==> src/logic/mcmw_pkg.sv <==
/*
 * Shared constants for the mode command information writer: word layout,
 * structure offsets, mode code values, register map and reset values.
 * Assumes a 16-bit shared RAM with 15-bit word addresses.
 */
//
// Function
// - Gap mode: receive bit13 marks gap errors
// - Broadcast mode: bit13 marks broadcast messages
// - Receive bit12 flags missing or extra word
// - Receive bit11 flags wrong sync on data
// - Bit10 set on any message error
// - Bit9 set when answered with busy
// - Bit8 set when command is illegal
// - Bit5 records bus A or B
// - Bits4-0 hold received mode code
// - Last command, BIT word generated and stored
// - Info at pointer, tag +1, data +2
// - Info and tag written after completion
// - Undefined transmit data codes answered in form
// - Codes without data store no data
// - Gap mode: transmit bit13 flags activity after command
// - Transmit bit12 flags unexpected data words
// - Receive bit14 flags invalid data word
package mcmw_pkg;
    // ==========================================================
    // Information word bit positions
    localparam int BIT_IWD   = 14;
    localparam int BIT_GAP   = 13;
    localparam int BIT_WCT   = 12;
    localparam int BIT_SYN   = 11;
    localparam int BIT_MESSAGE_ERROR_FLAG  = 10;
    localparam int BIT_BUSY  = 9;
    localparam int BIT_ILL   = 8;
    localparam int BIT_BUS   = 5;
    localparam int MC_MSB    = 4;
    // ==========================================================
    // Structure offsets from the data pointer
    localparam logic [14:0] OFS_INFO = 15'h0000;
    localparam logic [14:0] OFS_TAG  = 15'h0001;
    localparam logic [14:0] OFS_DATA = 15'h0002;
    // ==========================================================
    // Mode code values
    localparam logic [4:0] MC_FIRST_DATA = 5'h10;
    localparam logic [4:0] MC_TX_LAST    = 5'h12;
    localparam logic [4:0] MC_TX_BIT     = 5'h13;
    localparam logic [4:0] MC_UNDEF_A    = 5'h11;
    localparam logic [4:0] MC_UNDEF_B    = 5'h14;
    localparam logic [4:0] MC_UNDEF_C    = 5'h15;
    localparam logic [4:0] MC_RX_UNDEF_A = 5'h10;
    localparam logic [4:0] MC_RX_UNDEF_B = 5'h12;
    localparam logic [4:0] MC_RX_UNDEF_C = 5'h13;
    // ==========================================================
    // Register map (word index) and fields
    localparam logic [3:0] REG_CFG   = 4'h0;
    localparam logic [3:0] REG_INFO  = 4'h1;
    localparam logic [3:0] REG_PTR   = 4'h2;
    localparam logic [3:0] REG_COUNT = 4'h3;
    localparam int CFG_BCAST_SEL = 3;
    localparam int CFG_UMC_INV   = 0;
    localparam logic [15:0] CFG_RESET = 16'h0000;
endpackage : mcmw_pkg

==> src/logic/mcmw_flag_if.sv <==
/*
 * Interface between the writer sequencer and its error flag accumulator.
 * Assumes both ends run on the same clock.
 */
`timescale 1ns/10ps
interface mcmw_flag_if;
    logic       clr;       // Start of message, clears flags
    logic       ev_gap;    // Gap or bus activity error event
    logic       ev_wct;    // Word count error event
    logic       ev_syn;    // Wrong sync type event
    logic       ev_iwd;    // Manchester or parity error event
    logic       ev_message_error_flag;   // Other message error event
    logic [4:0] flags;     // Sticky flags: message_error_flag, iwd, syn, wct, gap
    modport ctl (output clr, ev_gap, ev_wct, ev_syn, ev_iwd, ev_message_error_flag, input flags);
    modport acc (input clr, ev_gap, ev_wct, ev_syn, ev_iwd, ev_message_error_flag, output flags);
endinterface : mcmw_flag_if

==> src/logic/mcmw_flags.sv <==
/*
 * Sticky per-message error flags. Cleared at message start; an event in
 * the clearing cycle still sets its flag.
 * Assumes events are one-cycle pulses on the system clock.
 */
`timescale 1ns/10ps
module mcmw_flags
    import mcmw_pkg::*;
(
    // Clock and reset
    input  wire logic SYS_CLK,
    input  wire logic RESET_N,
    // Flag link
    mcmw_flag_if.acc  fl
);
    // ==========================================================
    // Flag storage
    logic [4:0] flags_reg;   // Current flags
    logic [4:0] events;      // Incoming events
    logic       message_error_flag_any;    // Any error this cycle

    assign message_error_flag_any = fl.ev_gap | fl.ev_wct | fl.ev_syn | fl.ev_iwd | fl.ev_message_error_flag;
    assign events   = {message_error_flag_any, fl.ev_iwd, fl.ev_syn, fl.ev_wct, fl.ev_gap};
    assign fl.flags = flags_reg;

    // Set wins over clear
    always_ff @(posedge SYS_CLK or negedge RESET_N) begin
        if (!RESET_N) begin
            flags_reg <= 5'h00;
        end else begin
            flags_reg <= events | (flags_reg & {5{~fl.clr}});
        end
    end

    // ==========================================================
    // Checks
    property p_wct_sticky;
        @(posedge SYS_CLK) disable iff (!RESET_N)
        fl.ev_wct |=> flags_reg[1] && flags_reg[4];
    endproperty
    a_wct_sticky: assert property (p_wct_sticky) else $error("wct event lost");

    property p_iwd_message_error_flag;
        @(posedge SYS_CLK) disable iff (!RESET_N)
        fl.ev_iwd ##1 !fl.clr |=> flags_reg[3] && flags_reg[4];
    endproperty
    a_iwd_message_error_flag: assert property (p_iwd_message_error_flag) else $error("iwd flag dropped");
endmodule : mcmw_flags

==> src/logic/mcmw_writer.sv <==
/*
 * Mode command structure writer. Captures each mode command, fetches or
 * generates transmit mode data, and after completion writes information
 * word, time tag and mode data word relative to the data pointer.
 * Assumes all protocol inputs come from logic on SYS_CLK and that
 * MSG_DONE never comes before TX_VALID of the same message.
 */
// Implementation choices: the plain strobed port and the register addresses.
`timescale 1ns/10ps
module mcmw_writer
    import mcmw_pkg::*;
(
    // Clock and reset
    input  wire logic        SYS_CLK,
    input  wire logic        RESET_N,
    // Protocol engine: command
    input  wire logic        MSG_START,
    input  wire logic        CMD_TX,
    input  wire logic [4:0]  CMD_MODE,
    input  wire logic        CMD_BCAST,
    input  wire logic        CMD_BUS_B,
    input  wire logic [14:0] DATA_PTR,
    input  wire logic        ILLEGAL_ENTRY,
    input  wire logic        BUSY_GLOBAL,
    input  wire logic        PER_COMMAND_BUSY,
    input  wire logic [15:0] LAST_CMD_WORD,
    input  wire logic [15:0] BIT_WORD,
    // Protocol engine: events
    input  wire logic        EV_GAP,
    input  wire logic        EV_WORD_COUNT,
    input  wire logic        EV_SYNC,
    input  wire logic        EV_INVALID_WORD,
    input  wire logic        EV_MSG_ERROR,
    input  wire logic        RX_DATA_VALID,
    input  wire logic [15:0] RX_DATA,
    input  wire logic        MSG_DONE,
    input  wire logic [15:0] TIME_TAG,
    // Protocol engine: answers
    output logic             RESPOND_LEGAL,
    output logic             TX_VALID,
    output logic [15:0]      TX_WORD,
    // Shared RAM port
    output logic             RAM_WE,
    output logic             RAM_RE,
    output logic [14:0]      RAM_ADDR,
    output logic [15:0]      RAM_WDATA,
    input  wire logic [15:0] RAM_RDATA,
    // Register port
    input  wire logic [3:0]  REG_ADDR,
    input  wire logic [15:0] REG_WDATA,
    input  wire logic        REG_WR,
    input  wire logic        REG_RD,
    output logic [15:0]      REG_RDATA
);
    // ==========================================================
    // Declarations
    typedef enum {ST_IDLE, ST_FETCH, ST_RD1, ST_RD2, ST_SEND, ST_ACTIVE,
                  ST_WR_INFO, ST_WR_TAG, ST_WR_DATA} mcmw_state_t;

    mcmw_state_t state_reg;      // Sequencer state
    mcmw_state_t state_next;     // Next state
    logic        tx_reg;         // Transmit command
    logic [4:0]  mode_reg;       // Captured mode code
    logic        bcast_reg;      // Broadcast command
    logic        bus_b_reg;      // Received on bus B
    logic [14:0] ptr_reg;        // Structure start
    logic        ill_reg;        // Illegal entry
    logic        busy_reg;       // Answered busy
    logic        legal_reg;      // Answered in form
    logic [15:0] data_reg;       // Mode data word
    logic        have_data_reg;  // Data word to store
    logic [15:0] cfg_reg;        // Configuration
    logic [15:0] info_reg;       // Last written info word
    logic [15:0] count_reg;      // Completed messages
    logic [15:0] info_word;      // Composed info word
    logic        undef_cmd;      // Undefined mode command
    logic        legal_now;      // In-form answer at start
    logic        busy_now;       // Busy at start
    logic        internal_now;   // Internally generated data
    logic        has_data_now;   // Code carries data
    logic        bit13;          // Gap or broadcast bit

    mcmw_flag_if fl ();

    // ==========================================================
    // Flag accumulator
    mcmw_flags u_flags (
        .SYS_CLK (SYS_CLK),
        .RESET_N (RESET_N),
        .fl      (fl)
    );

    // Only a taken start clears flags; a refused one leaves them alone
    assign fl.clr     = MSG_START && (state_reg == ST_IDLE);
    assign fl.ev_gap  = EV_GAP;
    assign fl.ev_wct  = EV_WORD_COUNT;
    assign fl.ev_syn  = EV_SYNC;
    assign fl.ev_iwd  = EV_INVALID_WORD;
    assign fl.ev_message_error_flag = EV_MSG_ERROR;

    // ==========================================================
    // Command decode at start
    always_comb begin
        has_data_now = (CMD_MODE >= MC_FIRST_DATA);
        internal_now = CMD_TX && (CMD_MODE == MC_TX_LAST || CMD_MODE == MC_TX_BIT);
        // Undefined codes per direction
        if (CMD_TX) begin
            undef_cmd = (CMD_MODE == MC_UNDEF_A) || (CMD_MODE == MC_UNDEF_B)
                      || (CMD_MODE == MC_UNDEF_C);
        end else begin
            undef_cmd = !has_data_now || (CMD_MODE == MC_RX_UNDEF_A)
                      || (CMD_MODE == MC_RX_UNDEF_B) || (CMD_MODE == MC_RX_UNDEF_C);
        end
        // In form unless illegalized or undefined codes invalidated
        legal_now = !ILLEGAL_ENTRY && !(undef_cmd && cfg_reg[CFG_UMC_INV]);
        busy_now  = BUSY_GLOBAL || PER_COMMAND_BUSY;
    end

    // ==========================================================
    // Information word composition
    always_comb begin
        bit13     = cfg_reg[CFG_BCAST_SEL] ? bcast_reg : fl.flags[0];
        info_word = 16'h0000;
        info_word[BIT_GAP]  = bit13;
        info_word[BIT_WCT]  = fl.flags[1];
        info_word[BIT_MESSAGE_ERROR_FLAG] = fl.flags[4];
        info_word[BIT_BUSY] = busy_reg;
        info_word[BIT_ILL]  = ill_reg;
        info_word[BIT_BUS]  = bus_b_reg;
        info_word[MC_MSB:0] = mode_reg;
        // Receive-only bits; stay zero for transmit
        if (!tx_reg) begin
            info_word[BIT_IWD] = fl.flags[3];
            info_word[BIT_SYN] = fl.flags[2];
        end
    end

    // ==========================================================
    // Sequencer next state
    always_comb begin
        state_next = state_reg;
        case (state_reg)
            ST_IDLE: begin
                if (MSG_START && CMD_TX && has_data_now && legal_now && !busy_now) begin
                    state_next = internal_now ? ST_SEND : ST_FETCH;
                end else if (MSG_START) begin
                    state_next = ST_ACTIVE;
                end
            end
            ST_FETCH:   state_next = ST_RD1;
            ST_RD1:     state_next = ST_RD2;
            ST_RD2:     state_next = ST_SEND;
            ST_SEND:    state_next = ST_ACTIVE;
            ST_ACTIVE: begin
                if (MSG_DONE) begin
                    state_next = ST_WR_INFO;
                end
            end
            ST_WR_INFO: state_next = ST_WR_TAG;
            ST_WR_TAG:  state_next = have_data_reg ? ST_WR_DATA : ST_IDLE;
            ST_WR_DATA: state_next = ST_IDLE;
            default:    state_next = ST_IDLE;
        endcase
    end

    // State register
    always_ff @(posedge SYS_CLK or negedge RESET_N) begin
        if (!RESET_N) begin
            state_reg <= ST_IDLE;
        end else begin
            state_reg <= state_next;
        end
    end

    // ==========================================================
    // Command capture
    always_ff @(posedge SYS_CLK or negedge RESET_N) begin
        if (!RESET_N) begin
            tx_reg    <= 1'b0;
            mode_reg  <= 5'h00;
            bcast_reg <= 1'b0;
            bus_b_reg <= 1'b0;
            ptr_reg   <= 15'h0000;
            ill_reg   <= 1'b0;
            busy_reg  <= 1'b0;
            legal_reg <= 1'b0;
        end else if (state_reg == ST_IDLE && MSG_START) begin
            tx_reg    <= CMD_TX;
            mode_reg  <= CMD_MODE;
            bcast_reg <= CMD_BCAST;
            bus_b_reg <= CMD_BUS_B;
            ptr_reg   <= DATA_PTR;
            ill_reg   <= ILLEGAL_ENTRY;
            busy_reg  <= busy_now && legal_now;
            legal_reg <= legal_now;
        end
    end

    // ==========================================================
    // Mode data word: generated, fetched or received
    always_ff @(posedge SYS_CLK or negedge RESET_N) begin
        if (!RESET_N) begin
            data_reg      <= 16'h0000;
            have_data_reg <= 1'b0;
        end else if (state_reg == ST_IDLE && MSG_START) begin
            data_reg      <= (CMD_MODE == MC_TX_LAST) ? LAST_CMD_WORD : BIT_WORD;
            have_data_reg <= internal_now && legal_now && !busy_now;
        end else if (state_reg == ST_RD2) begin
            data_reg <= RAM_RDATA;
        end else if (state_reg == ST_ACTIVE && RX_DATA_VALID && !tx_reg
                     && mode_reg >= MC_FIRST_DATA) begin
            data_reg      <= RX_DATA;
            have_data_reg <= 1'b1;
        end
    end

    // ==========================================================
    // Answers to protocol engine
    always_ff @(posedge SYS_CLK or negedge RESET_N) begin
        if (!RESET_N) begin
            RESPOND_LEGAL <= 1'b0;
            TX_VALID      <= 1'b0;
            TX_WORD       <= 16'h0000;
        end else begin
            if (state_reg == ST_IDLE && MSG_START) begin
                RESPOND_LEGAL <= legal_now;
            end
            TX_VALID <= (state_reg == ST_SEND);
            if (state_reg == ST_SEND) begin
                TX_WORD <= data_reg;
            end
        end
    end

    // ==========================================================
    // Shared RAM port
    always_ff @(posedge SYS_CLK or negedge RESET_N) begin
        if (!RESET_N) begin
            RAM_WE    <= 1'b0;
            RAM_RE    <= 1'b0;
            RAM_ADDR  <= 15'h0000;
            RAM_WDATA <= 16'h0000;
        end else begin
            RAM_WE <= 1'b0;
            RAM_RE <= 1'b0;
            case (state_reg)
                ST_FETCH: begin
                    RAM_RE   <= 1'b1;
                    RAM_ADDR <= ptr_reg + OFS_DATA;
                end
                ST_WR_INFO: begin
                    RAM_WE    <= 1'b1;
                    RAM_ADDR  <= ptr_reg + OFS_INFO;
                    RAM_WDATA <= info_word;
                end
                ST_WR_TAG: begin
                    RAM_WE    <= 1'b1;
                    RAM_ADDR  <= ptr_reg + OFS_TAG;
                    RAM_WDATA <= TIME_TAG;
                end
                ST_WR_DATA: begin
                    RAM_WE    <= 1'b1;
                    RAM_ADDR  <= ptr_reg + OFS_DATA;
                    RAM_WDATA <= data_reg;
                end
                default: begin
                    RAM_WE <= 1'b0;
                end
            endcase
        end
    end

    // ==========================================================
    // Status capture for software
    always_ff @(posedge SYS_CLK or negedge RESET_N) begin
        if (!RESET_N) begin
            info_reg  <= 16'h0000;
            count_reg <= 16'h0000;
        end else if (state_reg == ST_WR_INFO) begin
            info_reg  <= info_word;
            count_reg <= count_reg + 16'h0001;
        end
    end

    // Configuration write
    always_ff @(posedge SYS_CLK or negedge RESET_N) begin
        if (!RESET_N) begin
            cfg_reg <= CFG_RESET;
        end else if (REG_WR && REG_ADDR == REG_CFG) begin
            cfg_reg <= REG_WDATA & ((16'h0001 << CFG_BCAST_SEL) | (16'h0001 << CFG_UMC_INV));
        end
    end

    // Register read, data one cycle later
    always_ff @(posedge SYS_CLK or negedge RESET_N) begin
        if (!RESET_N) begin
            REG_RDATA <= 16'h0000;
        end else if (REG_RD) begin
            case (REG_ADDR)
                REG_CFG:   REG_RDATA <= cfg_reg;
                REG_INFO:  REG_RDATA <= info_reg;
                REG_PTR:   REG_RDATA <= {1'b0, ptr_reg};
                REG_COUNT: REG_RDATA <= count_reg;
                default:   REG_RDATA <= 16'h0000;
            endcase
        end else begin
            REG_RDATA <= 16'h0000;
        end
    end

    // ==========================================================
    // Checks
    property p_info_after_done;
        @(posedge SYS_CLK) disable iff (!RESET_N)
        (state_reg == ST_ACTIVE && MSG_DONE) |-> ##2 (RAM_WE && RAM_ADDR == ptr_reg);
    endproperty
    a_info_after_done: assert property (p_info_after_done) else $error("info late");

    property p_tag_addr;
        @(posedge SYS_CLK) disable iff (!RESET_N)
        (state_reg == ST_ACTIVE && MSG_DONE) |-> ##3
            (RAM_WE && RAM_ADDR == ptr_reg + 15'h0001 && RAM_WDATA == $past(TIME_TAG));
    endproperty
    a_tag_addr: assert property (p_tag_addr) else $error("time tag misplaced");

    property p_no_data_low;
        @(posedge SYS_CLK) disable iff (!RESET_N)
        (state_reg == ST_ACTIVE && MSG_DONE && mode_reg < MC_FIRST_DATA) |-> ##4 !RAM_WE;
    endproperty
    a_no_data_low: assert property (p_no_data_low) else $error("data word for low code");

    property p_mode_field;
        @(posedge SYS_CLK) disable iff (!RESET_N)
        $past(state_reg == ST_WR_INFO) |-> (RAM_WDATA[4:0] == mode_reg
            && RAM_WDATA[5] == bus_b_reg && RAM_WDATA[8] == ill_reg);
    endproperty
    a_mode_field: assert property (p_mode_field) else $error("mode bits wrong");

    property p_unused_zero;
        @(posedge SYS_CLK) disable iff (!RESET_N)
        $past(state_reg == ST_WR_INFO) |-> (RAM_WDATA[15] == 1'b0 && RAM_WDATA[7:6] == 2'b00
            && (!tx_reg || (RAM_WDATA[14] == 1'b0 && RAM_WDATA[11] == 1'b0)));
    endproperty
    a_unused_zero: assert property (p_unused_zero) else $error("unused bit set");

    property p_internal_data;
        @(posedge SYS_CLK) disable iff (!RESET_N)
        (state_reg == ST_IDLE && MSG_START && CMD_TX && CMD_MODE == MC_TX_LAST
            && legal_now && !busy_now) |-> ##2 (TX_VALID && TX_WORD == $past(LAST_CMD_WORD, 2));
    endproperty
    a_internal_data: assert property (p_internal_data) else $error("last cmd not sent");

    property p_bit13_select;
        @(posedge SYS_CLK) disable iff (!RESET_N)
        $past(state_reg == ST_WR_INFO) && $past(cfg_reg[CFG_BCAST_SEL])
            |-> RAM_WDATA[13] == bcast_reg;
    endproperty
    a_bit13_select: assert property (p_bit13_select) else $error("broadcast bit wrong");

    property p_busy_bit;
        @(posedge SYS_CLK) disable iff (!RESET_N)
        $past(state_reg == ST_WR_INFO) |-> RAM_WDATA[9] == busy_reg
            && (!busy_reg || legal_reg) && RAM_WDATA[10] == $past(fl.flags[4]);
    endproperty
    a_busy_bit: assert property (p_busy_bit) else $error("busy or error bit wrong");

    property p_in_form;
        @(posedge SYS_CLK) disable iff (!RESET_N)
        (state_reg == ST_IDLE && MSG_START && CMD_TX && CMD_MODE == MC_UNDEF_A
            && !ILLEGAL_ENTRY && !cfg_reg[CFG_UMC_INV]) |=> RESPOND_LEGAL;
    endproperty
    a_in_form: assert property (p_in_form) else $error("undefined code refused");
endmodule : mcmw_writer

==> config.mk <==
export PLATFORM = sky130hd
export DESIGN_NAME = mcmw_writer
export DESIGN_NICKNAME = d
export VERILOG_FILES = /design/src/logic/mcmw_pkg.sv /design/src/logic/mcmw_flag_if.sv /design/src/logic/mcmw_flags.sv /design/src/logic/mcmw_writer.sv
export SDC_FILE = /design/constraint.sdc
export NUM_CORES = 1
export LEC_CHECK = 0
export BUFFER_PORTS_ARGS = -buffer_cell sky130_fd_sc_hd__buf_2
export CAP_MARGIN = 20
export CORE_MARGIN = 4
export CORE_UTILIZATION = 28
export DETAILED_ROUTE_END_ITERATION = 6
export PLACE_DENSITY_LB_ADDON = 0.15
export SLEW_MARGIN = 20
export SYNTH_ARGS = -nofsm -noshare
export SYNTH_HDL_FRONTEND = slang
export SYNTH_SLANG_ARGS = --single-unit
==> constraint.sdc <==
create_clock -name SYS_CLK -period 2.5 [get_ports SYS_CLK]
set_input_delay 0.125 -clock SYS_CLK [delete_from_list [all_inputs] [get_ports SYS_CLK]]
set_output_delay 0.125 -clock SYS_CLK [all_outputs]
set_load 0.03 [all_outputs]
## Word level (Yosys, flattened, before mapping)

Index checks and enable logic that the tools add are counted.

- $lt $le $gt $ge: 2
- Equal/unequal tests: 24
- Muxes and demuxes: 23
- Add/subtract/negate cells: 3
- Bitwise operators: 7
- Reductions and logical operators: 38

Operator list:

| operator | number |
|---|---|
| 32-bit one-hot mux with 8 select lines | 1 |
| 32-bit by 3-bit equality test with 1-bit output (second input constant) | 5 |
| 32-bit by 4-bit equality test with 1-bit output (second input constant) | 4 |
| 32-bit two-way mux | 3 |
| 16-bit two-way mux | 5 |
| 32-bit by 2-bit equality test with 1-bit output (second input constant) | 2 |
| 32-bit logical NOT | 2 |
| 16-bit one-hot mux with 4 select lines | 1 |
| 16-bit one-hot mux with 3 select lines | 1 |
| 15-bit one-hot mux with 3 select lines | 1 |
| 32-bit by 1-bit equality test with 1-bit output (second input constant) | 1 |
| 5-bit equality test (second input constant) | 6 |
| 16-bit by 1-bit adder with 16-bit output (second input constant) | 1 |
| 15-bit by 1-bit adder with 15-bit output (second input constant) | 1 |
| 15-bit by 2-bit adder with 15-bit output (second input constant) | 1 |
| 1-bit logical AND | 15 |
| 5-bit >= comparator (second input constant) | 2 |
| 1-bit two-way mux | 9 |
| 3-bit nonzero test | 3 |
| 4-bit by 2-bit equality test with 1-bit output (second input constant) | 2 |
| 1-bit logical OR | 7 |
| 5-bit AND | 1 |
| 1-bit logical NOT | 5 |
| 5-bit bitwise OR | 1 |
| other kinds (13) | 17 |

- Output and inout port bits: 67
- Bits in registers: 177
- Logic and storage cells: 119

## Logic depth before layout (Yosys ltp)

- Depth in word-level cells: 13
- Mapped depth: 8
- Depth with buffers taken out: 6

## Modules after synthesis

Synthesis repeated with hierarchy kept, for this count alone.

- Cell total of the unflattened synthesis: 697
- Area, all modules: 6951.7 µm²

Modules (own cells, without submodules):

| module | times used | cells an instance | area an instance (µm²) |
|---|---|---|---|
| mcmw_writer | 1 | 685 | 6775.2 |
| mcmw_flags | 1 | 12 | 176.4 |

## Worst setup path after synthesis

OpenSTA, ideal clock, no wires.

- Path type: flip-flop to flip-flop
- From: register state_reg[0]
- To: register TX_WORD[10]
- Clock period less this slack: 1795 ps
- Path slack: 705 ps
- Stages on the path, launching flop included: 6
- Buffers on the path: 3
- Arrival time: 1670 ps
- Cells stage by stage: dfrtp_1 buf_2 buf_2 nor3_2 buf_4 mux2_2

- Cells in the longest elaborated chain, start to end: 1

RTL lines:

| item | line | source |
|---|---|---|
| from (decl) | mcmw_writer.sv:60 | `mcmw_state_t state_reg;` |
| from (signal assigned) | mcmw_writer.sv:171 | `state_reg <= state_next;` |
| 32-bit by 4-bit equality test with 1-bit output | mcmw_writer.sv:229 | `if (state_reg == ST_SEND) begin` |
| to (signal assigned) | mcmw_writer.sv:230 | `TX_WORD <= data_reg;` |
| to (decl) | mcmw_writer.sv:41 | `output logic [15:0] TX_WORD,` |

Every way passes these cells.
A chain may end at the register's enable or synchronous reset.

## Worst setup path in the final report

- From: register state_reg[0]
- To: register u_flags.flags_reg[4] (netlist: u_flags.fl.flags[4])

- Cells in the longest elaborated chain, start to end: 5

RTL lines:

| item | line | source |
|---|---|---|
| 32-bit logical NOT | mcmw_writer.sv:94 | `assign fl.clr = MSG_START && (state_reg == ST_IDLE);` |
| 1-bit logical AND | mcmw_writer.sv:94 |  |
| 1-bit inverter | mcmw_flags.sv:31 | `flags_reg <= events \| (flags_reg & {5{~fl.clr}});` |
| 5-bit AND | mcmw_flags.sv:31 |  |
| 5-bit bitwise OR | mcmw_flags.sv:31 |  |
| to (signal assigned) | mcmw_flags.sv:31 |  |
| to (decl) | mcmw_flags.sv:18 | `logic [4:0] flags_reg;` |

Every way passes these cells.

==> impl_metrics.env <==
export IMPL_setup_viol=0
export IMPL_synth_edf_count=0
export IMPL_grt_pass1_vias=6293
export IMPL_antenna_found_initial=2
export IMPL_synth_cell_types=58
export IMPL_track_usage_pct=17.0
export IMPL_first_pass_iters=5
export IMPL_cts_tree="done"
export IMPL_end_kind="register"
export IMPL_h_tree_depth=4
export IMPL_synth_area_leader_cell="dfrtp_1"
export IMPL_hold_path_class="input pin to register"
export IMPL_clk_pin_slew_ns=0.06
export IMPL_die_area_sq_um=28000
export IMPL_tightest_slew_ns=0.852
export IMPL_fin_crit_sh_pct=94.6
export IMPL_worstPathMaxFanout=36
export IMPL_portBuffers=190
export IMPL_dpl_worst_slack_ns=0.180
export IMPL_min_delay_start="TIME_TAG[2]"
export IMPL_area_growth_synth_to_final_pct=36.9
export IMPL_viasPerCell=4.84
export IMPL_synth_compound_area_share_pct=15.6
export IMPL_setup_tns_ns=0
export IMPL_synthSimpleGateAreaFrac_pct=18.3
export IMPL_cp_required_ns=2.81
export IMPL_rsz0062_at_grt="false"
export IMPL_r2r_slack_ns=0.13
export IMPL_crit_arrival_ns=2.68
export IMPL_finClkSkew_ns=0.00969
export IMPL_hold_violations=0
export IMPL_yosys_area_share_adder_pct=0.529
export IMPL_final_cell_mix="buf_2 (189), dfrtp_1 (147), nand2_1 (145)"
export IMPL_grt_pass1_wl_mm=37.5
export IMPL_synthCells=730
export IMPL_finalWorstPathRequiredPeriod_ns=2.37
export IMPL_max_cap_viol_count=0
export IMPL_initial_core_util_pct=28.3
export IMPL_chipWidth_um=167
export IMPL_dp_final_hpwl_mm=17.2
export IMPL_avgSynthCellArea_sq_um=9.72
export IMPL_core_area_sq_um=25000
export IMPL_startpoint_type="register"
export IMPL_clock_sinks=149
export IMPL_drt_iter0_drc=435
export IMPL_cts_buffers=17
export IMPL_ant_nets=0
export IMPL_ys_ff_latch=149
export IMPL_num_fill_cells=2562
export IMPL_drc_errors=0
export IMPL_final_common_cell="buf_2"
export IMPL_vdd_drop_max_mv=0.487
export IMPL_overflow=0
export IMPL_drive_gt1_share_pct=27.9
export IMPL_rows=58
export IMPL_syn_area_sq_um=7100
export IMPL_yosys_area_top_type_share_pct=52.5
export IMPL_synth_async_reset_ratio_pct=100
export IMPL_final_nets=1119
export IMPL_placed_area_sq_um=8480
export IMPL_die_h_um=167
export IMPL_synth_xor_area_share_pct=3.70
export IMPL_seq_area_frac_synth_pct=52.5
export IMPL_relSlewSlack_pct=43.0
export IMPL_synth_flop_cell="dfrtp_1"
export IMPL_post_cts_setup_buffers=0
export IMPL_whs_ns=0.0174
export IMPL_gp_congestion=0.804
export IMPL_layout_setup_ws_ns=0.135
export IMPL_p_leak_nw=4.54
export IMPL_whs_path_depth=3
export IMPL_r2r_end="u_flags.fl.flags[4]"
export IMPL_reg2reg_from="state_reg[0]"
export IMPL_muxShareOfSynthArea_pct=5.39
export IMPL_grt_max_degree=72
export IMPL_seq_area_sq_um=3730
export IMPL_yosysWarnings=0
export IMPL_multi_input_area_sq_um=3100
export IMPL_root_buffer="clkbuf_16"
export IMPL_postLayoutCellArea_sq_um=9710
export IMPL_netlist_top_cells_area="dfrtp_1 (53%), nand2_1 (7.7%), a22oi_1 (3.4%)"
export IMPL_slew_viol_final=0
export IMPL_wl_per_cell_um=18.3
export IMPL_status="finished clean"
export IMPL_syn_nets=871
export IMPL_whs_endpoint="RAM_WDATA[2]"
export IMPL_cts_buffer_depth=2
export IMPL_routed_wirelength_mm=24.1
export IMPL_critPathKind="register to register"
export IMPL_io_pins=205
export IMPL_synth_top_family_by_area="simple AND/OR/NAND/NOR gates"
export IMPL_max_freq_mhz=423
export IMPL_clkLatencyLatePin_ns=0.43
export IMPL_via_count=6398
export IMPL_r2r_cells=6
export IMPL_p_per_area_nw_per_um2=1180
-- report_power, final --
group | internal [mW] | switching (mW)
combinational | 1.69 | 2.81
sequential | 3.34 | 0.921
clock | 1.67 | 1.06
-- kinds of logic (layout without fill, tap and decap cells) --
kind of cell / Yosys count / in the layout
muxes: 36 / 36
xor gates and xnor gates: 30 / 30
buffers and inverters: 64 / 325
adders and majority gates: 3 / 3
other: 0 / 1
AOI/OAI and AO/OA: 167 / 167
DFF: 149 / 149
and+or+nand+nor: 281 / 281
-- synth_stat cells, types with 18 or more instances --
master / number
xnor2_1: 21
mux2i_1: 18
buf_2: 19
nor2_1: 51
o21ai_0: 29
nand2_1: 145
dfrtp_1: 149
a22oi_1: 32
nand3_1: 18
a21oi_1: 37
o22ai_1: 18
clkbuf_1: 26
-- metal layers --
layer / vias up / part of all wire [%] / global-route usage [%]
met4: 2 / 0.88 / 3.49
met5: - / 0.029 / 0
met2: 229 / 46 / 26.3
met1: 3066 / 46 / 24.0
met3: 17 / 7.5 / 5.03
li1: 3084 / - / -
-- through the flow --
step / std cells / utilization, % / power [mW]
after CTS: 1321 / 38.8 / 11.6
after floorplan: 730 / - / 7.10
after detailed placement: 1228 / 33.9 / 8.74
after global routing: 1321 / 38.8 / 12.3
after global placement: 1228 / 33.9 / 8.73
final: 1322 / 38.8 / 11.5
-- worst max-delay path by stage --
stage | start | end | slack (ns)
3_3_place_gp | state_reg[1] | RAM_WDATA[5] | 0.27
5_1_grt | state_reg[0] | RAM_WDATA[14] | 0.001
4_1_cts | state_reg[1] | data_reg[1] | 0.06
6_report | state_reg[0] | u_flags.fl.flags[4] | 0.13
3_5_place_dp | state_reg[1] | RAM_WDATA[11] | 0.18
2_1_floorplan | state_reg[0] | TX_WORD[10] | 0.71
-- area by class of cell --
| class | instances | share of cell area [%] |
|---|---|---|
| antenna | 1 | 0.0258 |
| sequential | 149 | 38.4 |
| inverter | 14 | 0.541 |
| multi-input combinational | 517 | 31.9 |
| tap | 330 | 4.25 |
| clock buffer | 20 | 4.50 |
| clock inverter | 12 | 1.82 |
| timing repair buffer | 279 | 18.6 |
-- timing repair --
action | CTS | global route
setup endpoints to repair | 0 | 5
hold endpoints to repair | 125 | 0
hold buffers | 61 | 0
resized for setup | 0 | 2
-- critical path, cell delays in order, from the launching register on --
cell           delay [ns]
dfrtp_1              0.57
buf_4                0.25
nor2_1               0.15
nand3_2              0.11
buf_4                0.28
a211o_1              0.33
dlygate4sd3_1        0.55
Note: power is estimated with default switching activity, not from simulation.
